## src/icr_pkg.sv

```systemverilog
package icr_pkg;

  // Bus geometry
  localparam int          AXI_ADDR_W   = 12;
  localparam int          DATA_W       = 32;
  localparam int          STRB_W       = 4;
  localparam int          REG_NUM      = 7;
  localparam int          IDX_W        = 3;

  // Register byte offsets
  localparam logic [11:0] OFF_PREV_PTR = 12'h000;
  localparam logic [11:0] OFF_CODEC    = 12'h004;
  localparam logic [11:0] OFF_Y2R_A    = 12'h008;
  localparam logic [11:0] OFF_Y2R_B    = 12'h00C;
  localparam logic [11:0] OFF_R2Y_A    = 12'h010;
  localparam logic [11:0] OFF_R2Y_B    = 12'h014;
  localparam logic [11:0] OFF_R2Y_C    = 12'h018;

  // Register indices (offset divided by four)
  localparam logic [2:0]  IDX_PREV     = 3'h0;
  localparam logic [2:0]  IDX_CODEC    = 3'h1;
  localparam logic [2:0]  IDX_Y2R_A    = 3'h2;
  localparam logic [2:0]  IDX_Y2R_B    = 3'h3;
  localparam logic [2:0]  IDX_R2Y_A    = 3'h4;
  localparam logic [2:0]  IDX_R2Y_B    = 3'h5;
  localparam logic [2:0]  IDX_R2Y_C    = 3'h6;

  // Writable bit masks; reserved bits read as zero
  localparam logic [31:0] MASK_FULL    = 32'hFFFFFFFF;
  localparam logic [31:0] MASK_PTR     = 32'hFFFFFFFC;
  localparam logic [31:0] MASK_Y2R_B   = 32'h000071FF;
  localparam logic [31:0] MASK_R2Y     = 32'h01FFFFFF;
  localparam logic [31:0] RST_ZERO     = 32'h00000000;

  // Field positions
  localparam int          COEF_W       = 8;
  localparam int          Y2R_C4_W     = 9;
  localparam int          Y2R_C4_LSB   = 0;
  localparam int          Y2R_YOFF_BIT = 12;
  localparam int          Y2R_CROFF_BIT = 13;
  localparam int          Y2R_CBOFF_BIT = 14;
  localparam int          R2Y_OFF_BIT  = 24;
  localparam int          R2Y_COEF_BITS = 24;

  // Offset magnitudes applied by the conversion datapath
  localparam logic [7:0]  OFS_128      = 8'h80;
  localparam logic [7:0]  OFS_16       = 8'h10;
  localparam logic [7:0]  OFS_NONE     = 8'h00;

  // AXI answers
  localparam logic [3:0]  STRB_ALL     = 4'hF;
  localparam logic [1:0]  RESP_OKAY    = 2'h0;
  localparam logic [1:0]  RESP_SLVERR  = 2'h2;

endpackage

```

## src/icr_reg_if.sv

```systemverilog
`timescale 1ns/100ps
interface icr_reg_if;
  import icr_pkg::*;
  logic                  wr_en;
  logic [AXI_ADDR_W-1:0] wr_addr;
  logic [DATA_W-1:0]     wr_data;
  logic [STRB_W-1:0]     wr_strb;
  logic                  wr_err;
  logic [AXI_ADDR_W-1:0] rd_addr;
  logic [DATA_W-1:0]     rd_data;
  logic                  rd_err;

  modport front (output wr_en, wr_addr, wr_data, wr_strb, rd_addr,
                 input  wr_err, rd_data, rd_err);
  modport bank  (input  wr_en, wr_addr, wr_data, wr_strb, rd_addr,
                 output wr_err, rd_data, rd_err);
endinterface

```

## src/icr_axil_slave.sv

```systemverilog
`timescale 1ns/100ps
module icr_axil_slave
  import icr_pkg::*;
(
  // Clock and reset
  input  wire logic                  aclk,
  input  wire logic                  aresetn,
  // Write address and data
  input  wire logic [AXI_ADDR_W-1:0] awaddr,
  input  wire logic                  awvalid,
  output logic                       awready,
  input  wire logic [DATA_W-1:0]     wdata,
  input  wire logic [STRB_W-1:0]     wstrb,
  input  wire logic                  wvalid,
  output logic                       wready,
  // Write response
  output logic [1:0]                 bresp,
  output logic                       bvalid,
  input  wire logic                  bready,
  // Read
  input  wire logic [AXI_ADDR_W-1:0] araddr,
  input  wire logic                  arvalid,
  output logic                       arready,
  output logic [DATA_W-1:0]          rdata,
  output logic [1:0]                 rresp,
  output logic                       rvalid,
  input  wire logic                  rready,
  // Register bank side
  icr_reg_if.front                   bus
);

  logic                  awready_q;
  logic                  wready_q;
  logic                  aw_hold_q;
  logic                  w_hold_q;
  logic [AXI_ADDR_W-1:0] awaddr_q;
  logic [DATA_W-1:0]     wdata_q;
  logic [STRB_W-1:0]     wstrb_q;
  logic                  bvalid_q;
  logic [1:0]            bresp_q;
  logic                  arready_q;
  logic                  rvalid_q;
  logic [1:0]            rresp_q;
  logic [DATA_W-1:0]     rdata_q;
  logic                  wr_fire;

  // The write goes to the bank once both halves are held; ready stays low
  // until the response is taken, so one write at a time is in flight
  assign wr_fire      = aw_hold_q && w_hold_q && !bvalid_q;
  assign bus.wr_en    = wr_fire;
  assign bus.wr_addr  = awaddr_q;
  assign bus.wr_data  = wdata_q;
  assign bus.wr_strb  = wstrb_q;
  assign bus.rd_addr  = araddr;

  always_ff @(posedge aclk) begin
    if (!aresetn) begin
      awready_q <= 1'b1;
      aw_hold_q <= 1'b0;
      awaddr_q  <= '0;
    end else if (awvalid && awready_q) begin
      awready_q <= 1'b0;
      aw_hold_q <= 1'b1;
      awaddr_q  <= awaddr;
    end else if (wr_fire) begin
      aw_hold_q <= 1'b0;
    end else if (bvalid_q && bready) begin
      awready_q <= 1'b1;
    end
  end

  always_ff @(posedge aclk) begin
    if (!aresetn) begin
      wready_q <= 1'b1;
      w_hold_q <= 1'b0;
      wdata_q  <= '0;
      wstrb_q  <= '0;
    end else if (wvalid && wready_q) begin
      wready_q <= 1'b0;
      w_hold_q <= 1'b1;
      wdata_q  <= wdata;
      wstrb_q  <= wstrb;
    end else if (wr_fire) begin
      w_hold_q <= 1'b0;
    end else if (bvalid_q && bready) begin
      wready_q <= 1'b1;
    end
  end

  always_ff @(posedge aclk) begin
    if (!aresetn) begin
      bvalid_q <= 1'b0;
      bresp_q  <= RESP_OKAY;
    end else if (wr_fire) begin
      bvalid_q <= 1'b1;
      bresp_q  <= bus.wr_err ? RESP_SLVERR : RESP_OKAY;
    end else if (bready) begin
      bvalid_q <= 1'b0;
    end
  end

  // Read data is sampled in the address cycle, so it is the value that
  // stood when the request was taken
  always_ff @(posedge aclk) begin
    if (!aresetn) begin
      arready_q <= 1'b1;
      rvalid_q  <= 1'b0;
      rresp_q   <= RESP_OKAY;
      rdata_q   <= '0;
    end else if (arvalid && arready_q) begin
      arready_q <= 1'b0;
      rvalid_q  <= 1'b1;
      rresp_q   <= bus.rd_err ? RESP_SLVERR : RESP_OKAY;
      rdata_q   <= bus.rd_data;
    end else if (rvalid_q && rready) begin
      arready_q <= 1'b1;
      rvalid_q  <= 1'b0;
    end
  end

  assign awready = awready_q;
  assign wready  = wready_q;
  assign bvalid  = bvalid_q;
  assign bresp   = bresp_q;
  assign arready = arready_q;
  assign rvalid  = rvalid_q;
  assign rresp   = rresp_q;
  assign rdata   = rdata_q;

endmodule

```

## src/icr_config_regs.sv

```systemverilog
`timescale 1ns/100ps
module icr_config_regs
  import icr_pkg::*;
(
  // Clock and reset
  input  wire logic                  aclk,
  input  wire logic                  aresetn,
  // AXI4-Lite write
  input  wire logic [AXI_ADDR_W-1:0] s_axi_awaddr,
  input  wire logic                  s_axi_awvalid,
  output logic                       s_axi_awready,
  input  wire logic [DATA_W-1:0]     s_axi_wdata,
  input  wire logic [STRB_W-1:0]     s_axi_wstrb,
  input  wire logic                  s_axi_wvalid,
  output logic                       s_axi_wready,
  output logic [1:0]                 s_axi_bresp,
  output logic                       s_axi_bvalid,
  input  wire logic                  s_axi_bready,
  // AXI4-Lite read
  input  wire logic [AXI_ADDR_W-1:0] s_axi_araddr,
  input  wire logic                  s_axi_arvalid,
  output logic                       s_axi_arready,
  output logic [DATA_W-1:0]          s_axi_rdata,
  output logic [1:0]                 s_axi_rresp,
  output logic                       s_axi_rvalid,
  input  wire logic                  s_axi_rready,
  // Preview DMA progress
  input  wire logic                  preview_ptr_update,
  input  wire logic [DATA_W-1:0]     preview_ptr_next,
  // Preview and codec DMA configuration
  output logic [DATA_W-1:0]          preview_queue_start,
  output logic                       preview_queue_reload,
  output logic [DATA_W-1:0]          codec_dma_base,
  // YCrCb to RGB matrix
  output logic [3:0][COEF_W-1:0]     y2r_coef,
  output logic [Y2R_C4_W-1:0]        y2r_coef4,
  output logic [7:0]                 y2r_y_offset,
  output logic [7:0]                 y2r_cr_offset,
  output logic [7:0]                 y2r_cb_offset,
  // RGB to YCrCb matrix
  output logic [8:0][COEF_W-1:0]     r2y_coef,
  output logic [7:0]                 r2y_r_offset,
  output logic [7:0]                 r2y_g_offset,
  output logic [7:0]                 r2y_b_offset
);

  icr_reg_if reg_bus ();

  icr_axil_slave u_axil (
    .aclk    (aclk),
    .aresetn (aresetn),
    .awaddr  (s_axi_awaddr),
    .awvalid (s_axi_awvalid),
    .awready (s_axi_awready),
    .wdata   (s_axi_wdata),
    .wstrb   (s_axi_wstrb),
    .wvalid  (s_axi_wvalid),
    .wready  (s_axi_wready),
    .bresp   (s_axi_bresp),
    .bvalid  (s_axi_bvalid),
    .bready  (s_axi_bready),
    .araddr  (s_axi_araddr),
    .arvalid (s_axi_arvalid),
    .arready (s_axi_arready),
    .rdata   (s_axi_rdata),
    .rresp   (s_axi_rresp),
    .rvalid  (s_axi_rvalid),
    .rready  (s_axi_rready),
    .bus     (reg_bus.front)
  );

  // Returns {hit, index}; only aligned words inside the map hit
  function automatic logic [IDX_W:0] decode(input logic [AXI_ADDR_W-1:0] a);
    logic [AXI_ADDR_W-3:0] word;
    word = a[AXI_ADDR_W-1:2];
    if (a[1:0] == 2'h0 && word < (AXI_ADDR_W-2)'(REG_NUM)) begin
      decode = {1'b1, word[IDX_W-1:0]};
    end else begin
      decode = '0;
    end
  endfunction

  function automatic logic [DATA_W-1:0] merge(input logic [DATA_W-1:0] old,
                                              input logic [DATA_W-1:0] nw,
                                              input logic [STRB_W-1:0] strb);
    merge = old;
    for (int b = 0; b < STRB_W; b++) begin
      if (strb[b]) begin
        merge[b*8 +: 8] = nw[b*8 +: 8];
      end
    end
  endfunction

  function automatic logic [DATA_W-1:0] reg_mask(input logic [IDX_W-1:0] idx);
    case (idx)
      IDX_PREV:  reg_mask = MASK_PTR;
      IDX_Y2R_B: reg_mask = MASK_Y2R_B;
      IDX_R2Y_A: reg_mask = MASK_R2Y;
      IDX_R2Y_B: reg_mask = MASK_R2Y;
      IDX_R2Y_C: reg_mask = MASK_R2Y;
      default:   reg_mask = MASK_FULL;
    endcase
  endfunction

  logic              whit;
  logic [IDX_W-1:0]  widx;
  logic              rhit;
  logic [IDX_W-1:0]  ridx;
  logic              wr_go;
  logic [DATA_W-1:0] cfg_q [1:REG_NUM-1];
  logic [DATA_W-1:0] prev_start_q;
  logic [DATA_W-1:0] prev_cur_q;
  logic              prev_reload_q;
  logic [DATA_W-1:0] prev_wr_val;
  logic [7:0]        y_off_q;
  logic [7:0]        cr_off_q;
  logic [7:0]        cb_off_q;
  logic [7:0]        r_off_q;
  logic [7:0]        g_off_q;
  logic [7:0]        b_off_q;
  logic [DATA_W-1:0] rd_mux;

  assign {whit, widx}   = decode(reg_bus.wr_addr);
  assign {rhit, ridx}   = decode(reg_bus.rd_addr);
  assign wr_go          = reg_bus.wr_en && whit;
  assign reg_bus.wr_err = !whit;
  assign reg_bus.rd_err = !rhit;

  // Plain storage registers; reserved bits are masked off on the way in
  generate
    for (genvar i = 1; i < REG_NUM; i++) begin : g_cfg
      always_ff @(posedge aclk) begin
        if (!aresetn) begin
          cfg_q[i] <= RST_ZERO;
        end else if (wr_go && widx == IDX_W'(i)) begin
          cfg_q[i] <= merge(cfg_q[i], reg_bus.wr_data, reg_bus.wr_strb)
                      & reg_mask(IDX_W'(i));
        end
      end
    end
  endgenerate

  // A partial write merges into the last start address, not the live pointer
  assign prev_wr_val = merge(prev_start_q, reg_bus.wr_data, reg_bus.wr_strb) & MASK_PTR;

  // Software reload beats a DMA step in the same cycle: the new queue wins
  always_ff @(posedge aclk) begin
    if (!aresetn) begin
      prev_start_q  <= RST_ZERO;
      prev_cur_q    <= RST_ZERO;
      prev_reload_q <= 1'b0;
    end else if (wr_go && widx == IDX_PREV) begin
      prev_start_q  <= prev_wr_val;
      prev_cur_q    <= prev_wr_val;
      prev_reload_q <= 1'b1;
    end else begin
      prev_reload_q <= 1'b0;
      if (preview_ptr_update) begin
        prev_cur_q <= preview_ptr_next & MASK_PTR;
      end
    end
  end

  // Offset magnitudes follow their enable bits one cycle later
  always_ff @(posedge aclk) begin
    if (!aresetn) begin
      y_off_q  <= OFS_NONE;
      cr_off_q <= OFS_NONE;
      cb_off_q <= OFS_NONE;
      r_off_q  <= OFS_NONE;
      g_off_q  <= OFS_NONE;
      b_off_q  <= OFS_NONE;
    end else begin
      y_off_q  <= cfg_q[IDX_Y2R_B][Y2R_YOFF_BIT]  ? OFS_128 : OFS_NONE;
      cr_off_q <= cfg_q[IDX_Y2R_B][Y2R_CROFF_BIT] ? OFS_16  : OFS_NONE;
      cb_off_q <= cfg_q[IDX_Y2R_B][Y2R_CBOFF_BIT] ? OFS_16  : OFS_NONE;
      r_off_q  <= cfg_q[IDX_R2Y_A][R2Y_OFF_BIT]   ? OFS_16  : OFS_NONE;
      g_off_q  <= cfg_q[IDX_R2Y_B][R2Y_OFF_BIT]   ? OFS_128 : OFS_NONE;
      b_off_q  <= cfg_q[IDX_R2Y_C][R2Y_OFF_BIT]   ? OFS_128 : OFS_NONE;
    end
  end

  always_comb begin
    rd_mux = RST_ZERO;
    case (ridx)
      IDX_PREV:  rd_mux = prev_cur_q;
      IDX_CODEC: rd_mux = cfg_q[IDX_CODEC];
      IDX_Y2R_A: rd_mux = cfg_q[IDX_Y2R_A];
      IDX_Y2R_B: rd_mux = cfg_q[IDX_Y2R_B];
      IDX_R2Y_A: rd_mux = cfg_q[IDX_R2Y_A];
      IDX_R2Y_B: rd_mux = cfg_q[IDX_R2Y_B];
      IDX_R2Y_C: rd_mux = cfg_q[IDX_R2Y_C];
      default:   rd_mux = RST_ZERO;
    endcase
  end
  assign reg_bus.rd_data = rhit ? rd_mux : RST_ZERO;

  assign preview_queue_start  = prev_start_q;
  assign preview_queue_reload = prev_reload_q;
  assign codec_dma_base       = cfg_q[IDX_CODEC];
  assign y2r_coef             = cfg_q[IDX_Y2R_A];
  assign y2r_coef4            = cfg_q[IDX_Y2R_B][Y2R_C4_LSB +: Y2R_C4_W];
  assign r2y_coef             = {cfg_q[IDX_R2Y_C][R2Y_COEF_BITS-1:0],
                                 cfg_q[IDX_R2Y_B][R2Y_COEF_BITS-1:0],
                                 cfg_q[IDX_R2Y_A][R2Y_COEF_BITS-1:0]};
  assign y2r_y_offset         = y_off_q;
  assign y2r_cr_offset        = cr_off_q;
  assign y2r_cb_offset        = cb_off_q;
  assign r2y_r_offset         = r_off_q;
  assign r2y_g_offset         = g_off_q;
  assign r2y_b_offset         = b_off_q;

  logic wr_full;
  assign wr_full = wr_go && reg_bus.wr_strb == STRB_ALL;
endmodule

```

## config.mk

```make
export PLATFORM = sky130hd
export DESIGN_NAME = icr_config_regs
export DESIGN_NICKNAME = d
export VERILOG_FILES = /design/src/icr_pkg.sv /design/src/icr_reg_if.sv /design/src/icr_axil_slave.sv /design/src/icr_config_regs.sv
export SDC_FILE = /design/constraint.sdc
export NUM_CORES = 1
export LEC_CHECK = 0
export BUFFER_PORTS_ARGS = -buffer_cell sky130_fd_sc_hd__buf_4
export CORE_UTILIZATION = 54
export DETAILED_ROUTE_END_ITERATION = 16
export GPL_TIMING_DRIVEN = 0
export PLACE_DENSITY = 0.81
export SLEW_MARGIN = 10
export SYNTH_ARGS = -nofsm -noshare
export SYNTH_HDL_FRONTEND = slang
export SYNTH_SLANG_ARGS = --single-unit
```

## constraint.sdc

```tcl
create_clock -name aclk -period 3 [get_ports aclk]
set_input_delay 0.6 -clock aclk [delete_from_list [all_inputs] [get_ports aclk]]
set_output_delay 0.6 -clock aclk [all_outputs]
set_load 0.05 [all_outputs]
```

### After elaboration in Yosys (flattened, before gate mapping)

Memory sizes are Yosys's and may differ from the RTL's.
Index checks and enable logic that the tools add are counted.

| word-level totals | value |
|---|---|
| bits in writable memories | 192 |
| output and inout bits | 267 |
| word-level logic and storage cells | 275 |
| register bits after elaboration | 200 |
| memories | 1 |
| bits of input ports | 100 |

| operators by class | value |
|---|---|
| magnitude comparators | 2 |
| muxes and demuxes | 141 |
| bitwise logic cells | 24 |
| reduce and logical (&&, ||, !) cells | 51 |
| equal/unequal tests | 34 |

Memories:

| name | words | width | read ports | clocked after Yosys merged registers in | wr ports | RTL line | text |
|---|---|---|---|---|---|---|---|
| cfg_q | 6 | 32 | 6 | 0 | 6 | icr_config_regs.sv:110 | `logic [DATA_W-1:0] cfg_q [1:REG_NUM-1];` |

Operator list:

| kind | count |
|---|---|
| $mux W8 | 78 |
| $pmux W32 S7 | 1 |
| $mux W32 | 4 |
| $ne A3 B3 Y1 const B | 20 |
| $mux W1 | 45 |
| $reduce_and A2 Y1 | 22 |
| $mux W7 | 6 |
| $or A1 B1 Y1 | 24 |
| $lt A10 B3 Y1 const B | 2 |
| $eq A3 B3 Y1 const B | 6 |
| $logic_and A1 B1 Y1 | 17 |
| $mux W5 | 3 |
| $reduce_bool A2 Y1 | 7 |
| $eq A3 B2 Y1 const B | 4 |
| $mux W4 | 2 |
| $eq A3 B1 Y1 const B | 2 |
| $logic_not A3 Y1 | 2 |
| $logic_not A2 Y1 | 2 |
| $mux W2 | 2 |
| $ne A2 B1 Y1 const B | 2 |
| $logic_not A1 Y1 | 1 |

### Logic depth before layout (Yosys ltp)

Gate-level depths: netlist (run 1).

| logic depth | value |
|---|---|
| word-level depth | 10 |
| mapped depth | 7 |
| gate-level depth less buffers | 4 |

### Cells and area by module

A second synthesis (run 1) with hierarchy kept.

| unflattened totals | value |
|---|---|
| cells, all modules | 1,485 |
| area, all modules | 15,310.9 sq um |

By module, submodules not included:

| module | sequential area each (sq um) | instances | cells an instance | area each (sq um) |
|---|---|---|---|---|
| icr_config_regs | 5,875.6 | 1 | 1,085 | 11,750.0 |
| icr_axil_slave | 1,781.7 | 1 | 400 | 3,560.9 |

### Worst setup path before layout (run 1)

Ideal clock, no wire load.

| timing | value |
|---|---|
| kind | flip-flop to flip-flop |
| start | reg u_axil.bvalid_q (netlist: u_axil.bvalid) |
| end | reg, netlist name cfg_q[0][32] |
| arrival time | 2,418 ps |
| clock period less this slack | 2,816 ps |
| data required time | 2,602 ps |
| stages on the path, launching flop included | 6 |
| setup time | 398 ps |
| slack | 184 ps |
| path buffers | 2 |
| cells stage by stage | dfxtp_1 and3b_1 nand4_2 buf_6 buf_1 o41ai_1 |

RTL lines:

| element | RTL line | text |
|---|---|---|
| from (decl) | icr_axil_slave.sv:39 | `logic bvalid_q;` |
| from (signal assigned) | icr_axil_slave.sv:92 | `bvalid_q <= 1'b0;` |
| from (signal assigned) | icr_axil_slave.sv:95 | `bvalid_q <= 1'b1;` |
| from (signal assigned) | icr_axil_slave.sv:98 | `bvalid_q <= 1'b0;` |

==> results of run 1 <==
## layout by cell type (no fill, tap or decap), types with 4 or more instances in the layout
| cell | instances |
|---|---|
| nand4_1 | 11 |
| a21oi_1 | 12 |
| clkbuf_1 | 83 |
| dfxtp_1 | 156 |
| buf_1 | 6 |
| o211ai_1 | 10 |
| o21ai_0 | 42 |
| conb_1 | 46 |
| and2_1 | 164 |
| buf_2 | 28 |
| o211a_1 | 30 |
| mux2_2 | 32 |
| buf_4 | 485 |
| nand2_1 | 171 |
| a221o_1 | 31 |
| nand2b_1 | 8 |
| nand3_1 | 10 |
| o22ai_1 | 10 |
| and3_1 | 13 |
| nor2b_1 | 4 |
| a211oi_1 | 5 |
| edfxtp_1 | 151 |
| a21bo_2 | 4 |
| clkbuf_16 | 31 |
| nor4b_1 | 7 |
| a32oi_1 | 5 |
| nor3_1 | 4 |
| mux2i_1 | 99 |
| inv_1 | 10 |
| o41ai_2 | 16 |
| nor3_4 | 7 |
| a21boi_0 | 52 |
| o2bb2ai_1 | 12 |
| nor2_1 | 17 |
| clkinv_1 | 5 |
| a22oi_1 | 10 |
## sequential cells by signal (all words and copies together), names as in the netlist, 4 cells and up
name / cells
prev_cur_q: 30
cfg_q: 151
preview_queue_start: 30
u_axil.bus.wr_data: 32
u_axil.bus.wr_addr: 12
u_axil.bus.wr_strb: 4
u_axil.rdata: 32
## cell type report
type	count	area, sq um	share of cell area
clock inverter	10	53.8	0.00281
inverter	10	37.5	0.00196
buffer	262	1620	0.0846
tap	372	465	0.0243
clock buffer	46	852	0.0445
sequential	307	7660	0.400
timing repair buffer	331	2470	0.129
multi-input combinational	864	5990	0.313
## through the flow
stage	std cells	worst slack [ns]
after floorplan	1443	0.184
after global placement	2131	-0.761
after detailed placement	2146	-0.190
after CTS	2202	0.0639
after global routing	2202	0.00745
final	2202	0.0408
## layer usage
metal | up-vias | track usage | routed length, um | part of all wire
met5 | - | 0 | 0 | 0
met4 | 0 | 0.119 | 1680 | 0.035
met3 | 94 | 0.0732 | 5890 | 0.12
met2 | 764 | 0.546 | 22300 | 0.47
met1 | 5781 | 0.414 | 17500 | 0.37
li1 | 5582 | - | - | -
## report_power, final
group,total (mW),internal (mW),switching [mW],leakage [nW]
clock,3.55,1.96,1.59,0.437
combinational,1.40,0.491,0.905,5.22
sequential,4.70,4.54,0.165,2.84
## path summary, 6_finish.rpt
path | start | to | slack (ns) | depth (start not counted)
max reg2reg | u_axil.bvalid | cfg_q[3][22] | 0.04 | 5
min reg2reg | u_axil.rdata[3] | u_axil.rdata[3] | 0.46 | 2
min | s_axi_wdata[24] | u_axil.bus.wr_data[24] | 0.30 | 3
max | u_axil.bvalid | cfg_q[3][22] | 0.04 | 5
## worst min-delay path, delay by kind of cell
family          cells  cell delay (ns)
buf+inv             1             0.11
simple gates        1             0.04
compound gates      1             0.06
## cells by family after synthesis
| kind of cell | share of synthesized area |
|---|---|
| compound gates | 0.130 |
| other cells | 0.000250 |
| buf+inv | 0.110 |
| mux | 0.0900 |
| simple gates | 0.159 |
| flops | 0.510 |
==> run metrics, run 1 <==
WP data required=3.42 ns; post-synthesis register bit count=307; clk sink count=307; Max FO, Critical Path=10; status=finished, final reports clean; Worst Skew=0.0130 ns; Final Cycle Share=0.986; CP Data Arrival Time=3.38 ns; core area=0.0271 sq mm; Fin. Hold Viols=0; Clock Path Buffers=3; Crit Path Category=reg -> reg; cts hold-fix bufs=0; Avg Cell Area, Syn=10.7 sq um; Initial Utilization=0.554; Placer Congestion=0.943; worst vdd ir=0.000410 V; Slowest Stage Delay on Critical Path=1.07 ns; f_max=338 MHz; Slew Viols, Final=0; final setup fails=0; post-route cell area=0.0191 sq mm; drt pass-1 iters=5; CP Launch Type=flip-flop; DR vias/cell=5.55; setup TNS=0 ns; Mapped Cells=1,398; DRC=0; area leader, netlist=edfxtp_1; fin nets=1,907; EDFF count, synth=151; FP Rows=60; vias post-DR=12,200; share of cells above drive strength 1=0.340; most common cell in the synthesized netlist=nand2_1; RSZ-0062 raised after global routing=no; DRT iter0 DRCs=1,261; static leakage=8.50 nW; antenna-violating nets left=0; total power=9.65 mW; crit-path cells=and3b_1 -> nand4_2 -> nor3_1 -> clkbuf_1 -> and2_1; largest net degree at the start of global routing=16; GRT Overall Usage=0.326; die width=169 um; Slew HR=0.179; Placed Area=0.0182 sq mm; P per Cell Area=504 mW/mm^2; top post-synthesis cells by area=edfxtp_1, dfxtp_1, buf_4, and2_1, mux2i_1; area growth from synthesis to final layout=27.5%; ANT cells=0; Yosys top cell area share=0.302; drt total wl=47.4 mm; Distinct cells, synth=58; filler instances=2,051; post-layout minimum cycle time=2.96 ns; final hold slack=0.299 ns; synth cell count leaders=nand2_1, and2_1, buf_4, dfxtp_1, edfxtp_1; I/O Buffers=316; YS warnings=0; ys async rst share=0; CP top delay family=simple AND/OR/NAND/NOR gates; H-tree depth=1; first-pass GRT wire length=69.3 mm; Die Ht=169 um; Routed WL per cell=21.5 um; Post CTS Setup Buffer Count=0; Mapped Area=0.0150 sq mm; clk slew on worst S/H paths=0.06 ns; Top FF cell, synth=dfxtp_1; initial antenna violation count=0; endpoint class of the critical path=flip-flop; vias in the first global route=11,700; CTS tree=done; area of the die=0.0285 sq mm; worst min path class=in -> reg; dpl hpwl=37.0 mm; CTS buffer count=31; slowest cell on the critical path=nor3_1; clock root buffer=clkbuf_16; total grt overflow=0; final core occ=0.707; Max Cap Violations=0; Worst-Margin Slew=1.22 ns; sequential element share of the synthesized area=0.510; Buf/Inv on CP=1; I/O pin cnt=367; clk_lat worst skew=0.56 ns; post-cts sizing count=0
(Power assumes the default switching activity.)
==> inputs of run 2 (changes only) <==
--- a/config.mk
+++ b/config.mk
@@ -6,10 +6,10 @@
 export NUM_CORES = 1
 export LEC_CHECK = 0
 export BUFFER_PORTS_ARGS = -buffer_cell sky130_fd_sc_hd__buf_4
-export CORE_UTILIZATION = 54
+export CORE_UTILIZATION = 49
 export DETAILED_ROUTE_END_ITERATION = 16
 export GPL_TIMING_DRIVEN = 0
-export PLACE_DENSITY = 0.81
+export PLACE_DENSITY = 0.77
 export SLEW_MARGIN = 10
 export SYNTH_ARGS = -nofsm -noshare
 export SYNTH_HDL_FRONTEND = slang
==> constraint.sdc (replaced) <==
create_clock -name aclk -period 2.4 [get_ports aclk]
set_input_delay 0.48 -clock aclk [delete_from_list [all_inputs] [get_ports aclk]]
set_output_delay 0.48 -clock aclk [all_outputs]
set_load 0.05 [all_outputs]
==> run 2 against run 1 <==
Effect of this change:
- the run now ends with negative setup slack left
- non-clock buffer count up 4
- critical path depth is the same
- sequential power up 25%
- final area up 3.6%
- critical path type unchanged
- routed wire length grew 8.1%
- flip-flop and latch count unchanged
- register-to-register slack worse by 0.06 ns
- combinational power increased by 32%
- sequential share of layout area down 1.4 points
==> run metrics, run 2 (same netlist as run 1, synthesis figures left out) <==
largest net degree at the start of global routing=14; antenna-violating nets left=0; fin nets=1,914; crit path capture=cfg_q[3][8]; DRT iter0 DRCs=1,202; crit-path cells=nand2_1 -> clkbuf_2 -> nor3_4 -> clkbuf_1 -> and2_1; Reg with most FFs=cfg_q; post-layout minimum cycle time=2.42 ns; DRC=0; I/O Buffers=316; CTS tree=done; clock root buffer=clkbuf_16; RSZ-0062 raised after global routing=yes; worst min path class=in -> reg; filler instances=2,247; Worst-Margin Slew=1.16 ns; internal reg-to-reg setup slack=-0.02 ns; CP top delay family=simple AND/OR/NAND/NOR gates; status=finished, violations left; final hold slack=0.226 ns; area of the die=0.0313 sq mm; total grt overflow=0; FP Rows=63; clk slew on worst S/H paths=0.06 ns; WP data required=2.79 ns; Die Ht=177 um; die width=177 um; leading cell type in the layout, fill and taps excluded=buf_4; clk sink count=307; Setup crit start=u_axil.bus.wr_addr[4]; R2R Path End=cfg_q[3][8]; Crit Path Category=reg -> reg; setup TNS=-0.0928 ns; dpl hpwl=37.5 mm; vias post-DR=12,600; Slew HR=0.225; Fin. Hold Viols=0; CP Data Arrival Time=2.80 ns; Routed WL per cell=23.0 um; vias in the first global route=12,000; first-pass GRT wire length=73.8 mm; f_max=414 MHz; Slew Viols, Final=0; I/O pin cnt=367; Buf/Inv on CP=2; Reg2Reg Depth=5; Clock Path Buffers=3; share of cells above drive strength 1=0.351; Worst Skew=0.0198 ns; most frequent cells in the layout=buf_4, nand2_1, and2_1, dfxtp_1, edfxtp_1; WP depth=5; endpoint class of the critical path=flip-flop; clk_lat worst skew=0.53 ns; drt total wl=51.3 mm; DR vias/cell=5.65; final setup fails=10; final core occ=0.664; worst setup margin=-0.0152 ns; drt pass-1 iters=5; CTS buffer count=34; Final Cycle Share=1.01; ANT cells=0; Slowest Stage Delay on Critical Path=0.57 ns; Reg-to-Reg Start=u_axil.bus.wr_addr[4]; area growth from synthesis to final layout=32.1%; GRT Overall Usage=0.320; initial antenna violation count=0; violated checks=negative setup slack; Placer Congestion=0.928; CP Launch Type=flip-flop; P per Cell Area=660 mW/mm^2; post-route cell area=0.0198 sq mm; max FFs per register=151; core area=0.0299 sq mm; H-tree depth=2; Max Cap Violations=0; Max FO, Critical Path=10; Initial Utilization=0.503; slowest cell on the critical path=dfxtp_1; worst vdd ir=0.000411 V; static leakage=8.86 nW; Placed Area=0.0182 sq mm
run 2: final cells by class:
cell class                 count  area, sq um  area share
multi-input combinational    864         6200       0.312
clock inverter                11         97.6     0.00492
clock buffer                  51         1050      0.0529
tap                          390          488      0.0246
buffer                       262         1640      0.0825
sequential                   307         7660       0.386
timing repair buffer         335         2670       0.134
inverter                      10         37.5     0.00189
run 2: stage by stage:
step / total power, mW / worst slack [ns] / std cells
5_1_grt: 13.4 / -0.0707 / 2230
2_1_floorplan: 7.10 / -0.109 / 1443
3_3_place_gp: 7.68 / -0.694 / 2149
3_5_place_dp: 7.71 / -0.718 / 2149
4_1_cts: 13.0 / 0.0440 / 2228
6_report: 13.1 / -0.0152 / 2230
run 2: how the worst min path moves through the flow:
stage                              to  cells past startpoint        startpoint
2_1_floorplan         r2y_r_offset[4]                      1      cfg_q[2][24]
3_3_place_gp          u_axil.rdata[4]                      2   u_axil.rdata[4]
3_5_place_dp         u_axil.rdata[12]                      2  u_axil.rdata[12]
4_1_cts        u_axil.bus.wr_data[20]                      3   s_axi_wdata[20]
5_1_grt        u_axil.bus.wr_data[12]                      3   s_axi_wdata[12]
6_report       u_axil.bus.wr_data[12]                      3   s_axi_wdata[12]
run 2: repair_timing:
item	CTS	global route
hold buffers	0	0
buffers inserted	17	2
cloned	0	0
pin swaps	15	3
resized for setup	25	5
setup endpoints to repair	159	151
run 2: layer usage:
layer	global-route usage	vias up	share of wire
met2	0.520	815	0.47
met5	0	-	0
met4	0.145	0	0.045
li1	-	5616	-
met1	0.410	6023	0.38
met3	0.0638	139	0.11
run 2: worst min-delay path, delay by kind of cell:
family	cells	cell delay, ns
AOI/OAI and AO/OA	1	0.06
buffers and inverters	1	0.11
and+or+nand+nor	1	0.04
run 2: report_power, final:
| group | internal (mW) | switching, mW | total [mW] |
|---|---|---|---|
| registers | 5.67 | 0.210 | 5.88 |
| logic | 0.660 | 1.19 | 1.85 |
| clock network | 3.24 | 2.12 | 5.36 |
